$ cat config.mk
export PLATFORM = sky130hd
export DESIGN_NAME = tbd_discovery_regs
export DESIGN_NICKNAME = d
export VERILOG_FILES = /design/src/tbd_field.v /design/src/tbd_discovery_regs.v
export VERILOG_INCLUDE_DIRS = /design/src
export SDC_FILE = /design/constraint.sdc
export NUM_CORES = 1
export LEC_CHECK = 0
export ABC_CLOCK_PERIOD_IN_PS = 4200
export BUFFER_PORTS_ARGS = -buffer_cell sky130_fd_sc_hd__buf_2
export CORE_UTILIZATION = 40
export CTS_CLUSTER_SIZE = 24
export DETAILED_ROUTE_END_ITERATION = 10
export PLACE_DENSITY = 0.71
export REMOVE_ABC_BUFFERS = 1
export SLEW_MARGIN = 20
export SYNTH_ARGS = -nofsm -noshare
export SYNTH_HDL_FRONTEND = slang
export SYNTH_HIERARCHICAL = 1
export SYNTH_SLANG_ARGS = --single-unit
$ cat constraint.sdc
create_clock -name sys_clk_i -period 4.2 [get_ports sys_clk_i]
set_input_delay 0 -clock sys_clk_i [delete_from_list [all_inputs] [get_ports sys_clk_i]]
set_output_delay 0 -clock sys_clk_i [all_outputs]
set_load 0.005 [all_outputs]
$ cat src/tbd_map.vh
// register offsets, field widths and build defaults of the discovery bank
`ifndef TBD_MAP_VH
`define TBD_MAP_VH
`define TBD_OFS_DIRECT_IDX   16'h8E50
`define TBD_OFS_TLB_PARTS    16'h8E54
`define TBD_OFS_OG_WIDTH     16'h8E58
`define TBD_OFS_PARTID_WIDTH 16'h8E5C
`define TBD_OFS_HZRD_ENTRIES 16'h8E60
`define TBD_OFS_SLOTRAM_TYPE 16'h8E64
`define TBD_OFS_CACHERAM_TYPE 16'h8E68
`define TBD_W_DIRECT_IDX     1
`define TBD_W_TLB_PARTS      5
`define TBD_W_OG_WIDTH       6
`define TBD_W_PARTID_WIDTH   4
`define TBD_W_HZRD_ENTRIES   7
`define TBD_W_SLOTRAM_TYPE   2
`define TBD_W_CACHERAM_TYPE  2
`define TBD_DEF_DIRECT_IDX   1'b1
`define TBD_DEF_TLB_PARTS    5'h10
`define TBD_DEF_OG_WIDTH     6'h20
`define TBD_DEF_PARTID_WIDTH 4'h9
`define TBD_DEF_HZRD_ENTRIES 7'h40
`define TBD_DEF_SLOTRAM_TYPE 2'h2
`define TBD_DEF_CACHERAM_TYPE 2'h1
`define TBD_NUM_REGS         7
`define TBD_ADDR_W           16
`define TBD_ZERO32           32'h0000_0000
`endif

$ cat src/tbd_field.v
// one read-only discovery field, zero-extended to a bus word
`default_nettype none
module tbd_field #(
  parameter integer WIDTH = 1,
  parameter [WIDTH-1:0] VALUE = {WIDTH{1'b0}}
) (
  input  wire        sys_clk_i,
  input  wire        reset_n_i,
  output reg  [31:0] word_o
);
  // reloaded from the build value every cycle, so no write path can corrupt it
  always @(posedge sys_clk_i) begin
    if (!reset_n_i) begin
      word_o <= {{(32-WIDTH){1'b0}}, VALUE};
    end else begin
      word_o <= {{(32-WIDTH){1'b0}}, VALUE};
    end
  end
endmodule // tbd_field
`default_nettype wire

$ cat src/tbd_discovery_regs.v
// apb slave holding the build-configuration discovery registers
`default_nettype none
`include "tbd_map.vh"
module tbd_discovery_regs #(
  parameter [`TBD_W_DIRECT_IDX-1:0]    DIRECT_INDEX_PARAM        = `TBD_DEF_DIRECT_IDX,
  parameter [`TBD_W_TLB_PARTS-1:0]     TLB_PARTITIONS_PARAM      = `TBD_DEF_TLB_PARTS,
  parameter [`TBD_W_OG_WIDTH-1:0]      OUTSTANDING_GROUP_WIDTH_PARAM = `TBD_DEF_OG_WIDTH,
  parameter [`TBD_W_PARTID_WIDTH-1:0]  PARTITION_ID_WIDTH_PARAM  = `TBD_DEF_PARTID_WIDTH,
  parameter [`TBD_W_HZRD_ENTRIES-1:0]  HAZARD_ENTRIES_PARAM      = `TBD_DEF_HZRD_ENTRIES,
  parameter [`TBD_W_SLOTRAM_TYPE-1:0]  SLOT_RAM_TYPE_PARAM       = `TBD_DEF_SLOTRAM_TYPE,
  parameter [`TBD_W_CACHERAM_TYPE-1:0] CACHE_RAM_TYPE_PARAM      = `TBD_DEF_CACHERAM_TYPE
) (
  input  wire                   sys_clk_i,
  input  wire                   reset_n_i,
  input  wire                   psel_i,
  input  wire                   penable_i,
  input  wire                   pwrite_i,
  input  wire [`TBD_ADDR_W-1:0] paddr_i,
  input  wire [31:0]            pwdata_i,
  output reg  [31:0]            prdata_o,
  output reg                    pready_o,
  output reg                    pslverr_o
);
  ////////////////////////////////////////////////////////////////////////////
  wire [31:0] direct_index_discovery;
  wire [31:0] tlb_partition_discovery;
  wire [31:0] outstanding_group_width_discovery;
  wire [31:0] partition_id_width_discovery;
  wire [31:0] hazard_entries_discovery;
  wire [31:0] slot_ram_type_discovery;
  wire [31:0] cache_ram_type_discovery;

  // entry 0: direct indexing flag
  tbd_field #(
    .WIDTH (`TBD_W_DIRECT_IDX),
    .VALUE (DIRECT_INDEX_PARAM)
  ) u_direct (
    .sys_clk_i (sys_clk_i),
    .reset_n_i (reset_n_i),
    .word_o    (direct_index_discovery)
  );

  // entry 1: tlb partition count
  tbd_field #(
    .WIDTH (`TBD_W_TLB_PARTS),
    .VALUE (TLB_PARTITIONS_PARAM)
  ) u_parts (
    .sys_clk_i (sys_clk_i),
    .reset_n_i (reset_n_i),
    .word_o    (tlb_partition_discovery)
  );

  // entry 2: outstanding-group width
  tbd_field #(
    .WIDTH (`TBD_W_OG_WIDTH),
    .VALUE (OUTSTANDING_GROUP_WIDTH_PARAM)
  ) u_og (
    .sys_clk_i (sys_clk_i),
    .reset_n_i (reset_n_i),
    .word_o    (outstanding_group_width_discovery)
  );

  // entry 3: partition id width
  tbd_field #(
    .WIDTH (`TBD_W_PARTID_WIDTH),
    .VALUE (PARTITION_ID_WIDTH_PARAM)
  ) u_partid (
    .sys_clk_i (sys_clk_i),
    .reset_n_i (reset_n_i),
    .word_o    (partition_id_width_discovery)
  );

  // entry 4: hazard entry count
  tbd_field #(
    .WIDTH (`TBD_W_HZRD_ENTRIES),
    .VALUE (HAZARD_ENTRIES_PARAM)
  ) u_hzrd (
    .sys_clk_i (sys_clk_i),
    .reset_n_i (reset_n_i),
    .word_o    (hazard_entries_discovery)
  );

  // entry 5: slot ram type
  tbd_field #(
    .WIDTH (`TBD_W_SLOTRAM_TYPE),
    .VALUE (SLOT_RAM_TYPE_PARAM)
  ) u_slot (
    .sys_clk_i (sys_clk_i),
    .reset_n_i (reset_n_i),
    .word_o    (slot_ram_type_discovery)
  );

  // entry 6: cache ram type
  tbd_field #(
    .WIDTH (`TBD_W_CACHERAM_TYPE),
    .VALUE (CACHE_RAM_TYPE_PARAM)
  ) u_cache (
    .sys_clk_i (sys_clk_i),
    .reset_n_i (reset_n_i),
    .word_o    (cache_ram_type_discovery)
  );

  ////////////////////////////////////////////////////////////////////////////
  // table sizes, offsets, masks and bus phases
  localparam integer NUM_REGS     = `TBD_NUM_REGS;
  localparam integer ADDR_W       = `TBD_ADDR_W;
  localparam [1:0]   ST_IDLE      = 2'h0;
  localparam [1:0]   ST_ACCESS_RD = 2'h1;
  localparam [1:0]   ST_ACCESS_WR = 2'h2;

  // offsets in entry order; entry 0 sits in the lowest bits
  localparam [ADDR_W*NUM_REGS-1:0] OFS_TABLE = {
    `TBD_OFS_CACHERAM_TYPE,
    `TBD_OFS_SLOTRAM_TYPE,
    `TBD_OFS_HZRD_ENTRIES,
    `TBD_OFS_PARTID_WIDTH,
    `TBD_OFS_OG_WIDTH,
    `TBD_OFS_TLB_PARTS,
    `TBD_OFS_DIRECT_IDX
  };

  // field masks keep reserved bits zero at the mux itself, whatever
  // a future field module might produce
  localparam [32*NUM_REGS-1:0] MASK_TABLE = {
    {{(32-`TBD_W_CACHERAM_TYPE){1'h0}}, {`TBD_W_CACHERAM_TYPE{1'h1}}},
    {{(32-`TBD_W_SLOTRAM_TYPE){1'h0}}, {`TBD_W_SLOTRAM_TYPE{1'h1}}},
    {{(32-`TBD_W_HZRD_ENTRIES){1'h0}}, {`TBD_W_HZRD_ENTRIES{1'h1}}},
    {{(32-`TBD_W_PARTID_WIDTH){1'h0}}, {`TBD_W_PARTID_WIDTH{1'h1}}},
    {{(32-`TBD_W_OG_WIDTH){1'h0}}, {`TBD_W_OG_WIDTH{1'h1}}},
    {{(32-`TBD_W_TLB_PARTS){1'h0}}, {`TBD_W_TLB_PARTS{1'h1}}},
    {{(32-`TBD_W_DIRECT_IDX){1'h0}}, {`TBD_W_DIRECT_IDX{1'h1}}}
  };

  ////////////////////////////////////////////////////////////////////////////
  // the bank as an array of words, one entry per register
  wire [31:0] disc_word [0:NUM_REGS-1];

  assign disc_word[0] = direct_index_discovery;
  assign disc_word[1] = tlb_partition_discovery;
  assign disc_word[2] = outstanding_group_width_discovery;
  assign disc_word[3] = partition_id_width_discovery;
  assign disc_word[4] = hazard_entries_discovery;
  assign disc_word[5] = slot_ram_type_discovery;
  assign disc_word[6] = cache_ram_type_discovery;

  ////////////////////////////////////////////////////////////////////////////
  // address decode and and-or read mux, one slice per entry;
  // an unmapped offset hits no entry and reads zero without an error
  wire [NUM_REGS-1:0] reg_hit;
  wire [31:0]         or_chain [0:NUM_REGS];
  wire [31:0]         next_prdata;

  assign or_chain[0] = `TBD_ZERO32;

  genvar g;
  generate
    for (g = 0; g < NUM_REGS; g = g + 1) begin : g_entry
      wire [ADDR_W-1:0] entry_ofs;
      wire [31:0]       entry_mask;
      wire [31:0]       entry_word;
      assign entry_ofs     = OFS_TABLE[ADDR_W*g +: ADDR_W];
      assign entry_mask    = MASK_TABLE[32*g +: 32];
      assign entry_word    = disc_word[g] & entry_mask;
      assign reg_hit[g]    = (paddr_i == entry_ofs);
      assign or_chain[g+1] = or_chain[g] | (entry_word & {32{reg_hit[g]}});
    end
  endgenerate

  assign next_prdata = or_chain[NUM_REGS];

  ////////////////////////////////////////////////////////////////////////////
  // request qualifiers
  wire setup;
  wire rd_setup;
  wire wr_setup;

  assign setup    = psel_i && !penable_i;
  assign rd_setup = setup && !pwrite_i;
  assign wr_setup = setup && pwrite_i;

  ////////////////////////////////////////////////////////////////////////////
  // bus phase: every setup is answered in the cycle after it, so a
  // back-to-back setup goes straight into another access phase
  reg [1:0] phase;
  reg [1:0] next_phase;

  always @* begin
    case (phase)
      // no transfer in progress
      ST_IDLE: begin
        if (rd_setup) begin
          next_phase = ST_ACCESS_RD;
        end else if (wr_setup) begin
          next_phase = ST_ACCESS_WR;
        end else begin
          next_phase = ST_IDLE;
        end
      end
      // answering a read
      ST_ACCESS_RD: begin
        if (rd_setup) begin
          next_phase = ST_ACCESS_RD;
        end else if (wr_setup) begin
          next_phase = ST_ACCESS_WR;
        end else begin
          next_phase = ST_IDLE;
        end
      end
      // answering a write whose data is dropped
      ST_ACCESS_WR: begin
        if (rd_setup) begin
          next_phase = ST_ACCESS_RD;
        end else if (wr_setup) begin
          next_phase = ST_ACCESS_WR;
        end else begin
          next_phase = ST_IDLE;
        end
      end
      default: begin
        next_phase = ST_IDLE;
      end
    endcase
  end

  always @(posedge sys_clk_i) begin
    if (!reset_n_i) begin
      phase <= ST_IDLE;
    end else begin
      phase <= next_phase;
    end
  end

  ////////////////////////////////////////////////////////////////////////////
  // next values of the bus outputs; pwdata_i is never stored, since every
  // register of the bank is read-only
  reg        next_pready;
  reg        next_pslverr;
  reg [31:0] next_rdata;

  always @* begin
    next_pready  = 1'h0;
    next_pslverr = 1'h0;
    next_rdata   = prdata_o;
    case (next_phase)
      ST_ACCESS_RD: begin
        next_pready = 1'h1;
        next_rdata  = next_prdata;
      end
      ST_ACCESS_WR: begin
        next_pready = 1'h1;
        next_rdata  = `TBD_ZERO32;
      end
      default: begin
        next_pready = 1'h0;
        next_rdata  = prdata_o;
      end
    endcase
  end

  ////////////////////////////////////////////////////////////////////////////
  // outputs straight from flip-flops
  // pready stands for exactly one cycle, the access phase
  always @(posedge sys_clk_i) begin
    if (!reset_n_i) begin
      pready_o <= 1'h0;
    end else begin
      pready_o <= next_pready;
    end
  end

  // this bank has no error response at all
  always @(posedge sys_clk_i) begin
    if (!reset_n_i) begin
      pslverr_o <= 1'h0;
    end else begin
      pslverr_o <= next_pslverr;
    end
  end

  // read data holds until the next setup
  always @(posedge sys_clk_i) begin
    if (!reset_n_i) begin
      prdata_o <= `TBD_ZERO32;
    end else begin
      prdata_o <= next_rdata;
    end
  end
endmodule // tbd_discovery_regs

`default_nettype wire

# Word level (Yosys, flattened, before mapping)
# Index checks and enable logic that the tools add are counted.
[op_classes]
n_reduce_logical = 9
bitwise = 6
mux = 5
n_eq_ne = 11
[op_table]
columns = ["operator", "n"]
rows = [
  ["16-bit == test (second input constant)", 7],
  ["32-bit one-hot mux with 2 select lines", 1],
  ["6-bit by 7-bit OR with 7-bit output", 1],
  ["7-bit by 1-bit OR with 7-bit output", 1],
  ["7-bit by 2-bit OR with 7-bit output", 1],
  ["2-bit two-way mux", 3],
  ["5-bit by 6-bit OR with 6-bit output", 1],
  ["6-bit by 4-bit OR with 6-bit output", 1],
  ["1-bit by 5-bit OR with 5-bit output", 1],
  ["2-bit by 1-bit == test with 1-bit output (second input constant)", 2],
  ["2-bit == test (second input constant)", 2],
  ["1-bit logical AND", 3],
  ["3-bit OR reduction", 1],
  ["1-bit logical NOT", 2],
  ["2-bit logical NOT", 1],
  ["2-bit nonzero test", 1],
  ["2-bit OR reduction", 1],
  ["1-bit two-way mux", 1],
]
[word_totals]
reg_bits = 35
out_inout_bits = 34
input_bits = 53
elab_cells = 34

# Longest topological paths before layout
[depth]
depth_word = 9
ltp_mapped = 9
ltp_nobuf = 8

# Modules after synthesis
# The synthesis kept the hierarchy.
[by_module_without_submodules]
columns = ["mod", "instances", "seq_area_each_um2", "area_per_inst_um2", "cells_each"]
rows = [
  ["tbd_field", 7, 0.0, 247.7, 34],
  ["tbd_discovery_regs", 1, 200.2, 845.8, 101],
]

# Least setup slack after synthesis
# No wires, ideal clock.
[synth_path]
kind = "flip-flop to flip-flop"
start = "register phase[1]"
end = "register prdata_o[0]"
period_less_slack_ns = 1.749
stages_incl_launch_ff = 9
t_arrival_ns = 1.680
required_ns = 4.130
setup_slack_ns = 2.451
setup_time_ns = 0.070
n_path_buf = 1
path_cell_list = "dfxtp_1 a211oi_1 nand2b_1 ha_1 clkbuf_1 inv_1 a21boi_0 o21ai_0 a21oi_1"
[synth_via]
elab_chain_len = 5
word_cells_on_any_way = 9
cone_classes = "4 x eq/ne; 2 x mux; 3 x reduce/logical"
[synth_rtl]
columns = ["element", "line_no", "source"]
rows = [
  ["start: declaration", "tbd_discovery_regs.v:184", "reg [1:0] phase;"],
  ["start signal: assignment", "tbd_discovery_regs.v:229", "phase <= next_phase;"],
  ["2-bit == test, or another cell as far along", "tbd_discovery_regs.v:188", "case (phase)"],
  ["3-bit OR reduction (no source line) (*)", "n/a", ""],
  ["2-bit two-way mux (*)", "n/a", ""],
  ["2-bit == test or 2-bit by 1-bit == test with 1-bit output (tied branches)", "tbd_discovery_regs.v:244", "case (next_phase)"],
  ["32-bit one-hot mux with 2 select lines or 2-bit nonzero test (tied branches)", "n/a", ""],
  ["end signal: assignment", "tbd_discovery_regs.v:283", "prdata_o <= `TBD_ZERO32;"],
  ["end signal: assignment", "tbd_discovery_regs.v:285", "prdata_o <= next_rdata;"],
  ["end: declaration", "tbd_discovery_regs.v:20", "output reg [31:0] prdata_o,"],
]
# Every way passes the cells marked *; elsewhere a longest branch is shown, timed or not. The select of a mux whose other input is x is not followed.
# A chain may end at the register's enable or synchronous reset.

# Worst setup path in the final report
# Same ends and word-level chain as after synthesis.

==> metrics.txt <==
DR WL/cell=8.37 um; CTS tree=done; Detailed Route Iter0 Violations=17; number of placement rows=18; worst slew pin tran=814 ps; status=complete, no violations; root buffer cell=clkbuf_4; Sink Count=10; Area Overhead vs Synth=-3.53%; die height=54.4 um; Slew HR=0.453; Setup crit start kind=register; WP data arrival=2080 ps; Final period util=0.448; CP Max Fanout=10; CP required=4400 ps; post-layout min period=1880 ps; first-pass GRT wire length=2370 um; die footprint=2960 um2; layout cells sized above 1=0.229; VDD IR max=151 uV; core area=2540 um2; critical path class=register to register; worst hold path class=input pin to register; largest net degree at the start of global routing=11; vias in the first global route=606; RSZ-0062 raised after global routing=no; htree depth=1; Synth Instances=141; total track usage=0.112; DRC=0; DIE WIDTH=54.4 um; Clock Latency Late Sink=270 ps; global route overflow=0; Max Fclk=0.531 GHz; worst clock skew=8.31 ps; vias per inst=4.17; top routing layer in use=met4; CP peak stage delay=470 ps; antenna-violating nets left=0; Core Util, Final=0.416; clock-pin slew on the worst setup and hold paths=70 ps; Tot Pwr=223 uW; Critical Path, Cell by Cell=a211oi_1 -> nand2b_1 -> ha_1 -> inv_1 -> a21boi_0 -> o21ai_0 -> a21oi_1; Leak=0.000518 uW; CTS Buf Count=3; slowest CP cell=ha_1; DP Cell Count=182; Resized Gates After CTS=0; input/output buffers=28; Via Count=779; Max-Cap Viols=0; Final Hold Fails=0; iteration count of the initial detailed-routing pass=4; routed length on met3=100 um; WL met2=749 um; final setup violation count=0; GPL Wtd Cong=0.723; CTS Buffer Depth=2; setup TNS=0 ps; Mean Syn Cell Area=7.78 um2; pwr/cell area=211 nW/um2; antenna violations before repair=0; Yosys Warn Count=6; antenna fix cells=0; IO Count=87; Finished Layout Cells=187; Final #Nets=212; DRT Wirelength=1570 um; hpwl dp=1260 um; Routed met1 length=693 um; Synth Cell Area=1100 um2; Crit. End Element=register; final slew viol count=0; Starting Density=0.431
[final timing paths]
path	startpoint	end	slack, ps	depth (start not counted)
setup / recovery	phase[1]$_SDFF_PN0_	prdata_o[0]$_SDFFE_PN0P_	2320	7
hold / removal	penable_i	phase[0]$_SDFF_PN0_	1	4
setup reg to reg	phase[1]$_SDFF_PN0_	prdata_o[0]$_SDFFE_PN0P_	2320	7
hold reg to reg	prdata_o[5]$_SDFFE_PN0P_	prdata_o[5]$_SDFFE_PN0P_	480	2
[report_power, final]
part	internal [uW]	leakage, uW	total [uW]	switching [uW]
Sequential	95.7	0.0000808	95.9	0.218
Combinational	15.8	0.000416	39.0	23.1
Clock	52.7	0.0000210	88.4	35.7
Total	164	0.000518	223	59.1
[area by class of cell]
class                   count  area, um2
inverters                   2       7.51
well taps                  30       37.5
fillers                   273       1490
flip-flops and latches     10        200
clock buffers               4       36.3
multi-input cells         112        627
repair buffers             29        150
[cell usage in the layout, fill, tap and decap left out, types with 3 or more instances in the layout]
master	count
o2bb2ai_1	3
a22oi_1	6
clkbuf_4	3
nand2_1	4
a32oi_1	3
dfxtp_1	10
o21ai_1	4
conb_1	53
buf_2	28
nor2b_1	3
o21ai_0	4
nand3_1	5
mux2i_1	3
[repair_timing]
action | CTS | global route
hold endpoints to repair | 1 | 0
hold buffers | 1 | 0
setup buffers | 0 | 0
[stage by stage]
step | hold WS [ps] | area [um2] | setup slack (ps)
final | 1.43 | 1060 | 2320
after global routing | 40.0 | 1060 | 2050
after CTS | 3.17 | 1060 | 2310
after detailed placement | 199 | 1010 | 2340
after global placement | 196 | 1010 | 2340
after floorplan | 71.5 | 835 | 2580
[layer usage]
layer / track usage / up-vias
met3: 0.0333 / 2
li1: - / 408
met4: 0.0513 / 0
met5: 0 / -
met2: 0.185 / 37
met1: 0.132 / 332
[worst max-delay path, delay by kind of cell (launching register included)]
family,cells,cell delay (ps)
adders and majority gates,1,470
DFF,1,310
and+or+nand+nor,1,110
buffers and inverters,1,100
AOI/OAI and AO/OA,4,830
[flip-flops by register name, indices dropped and copies added (netlist names)]
register,cells
prdata_o,7
phase,2
pready_o,1
Note: power is estimated with default switching activity, not from simulation.
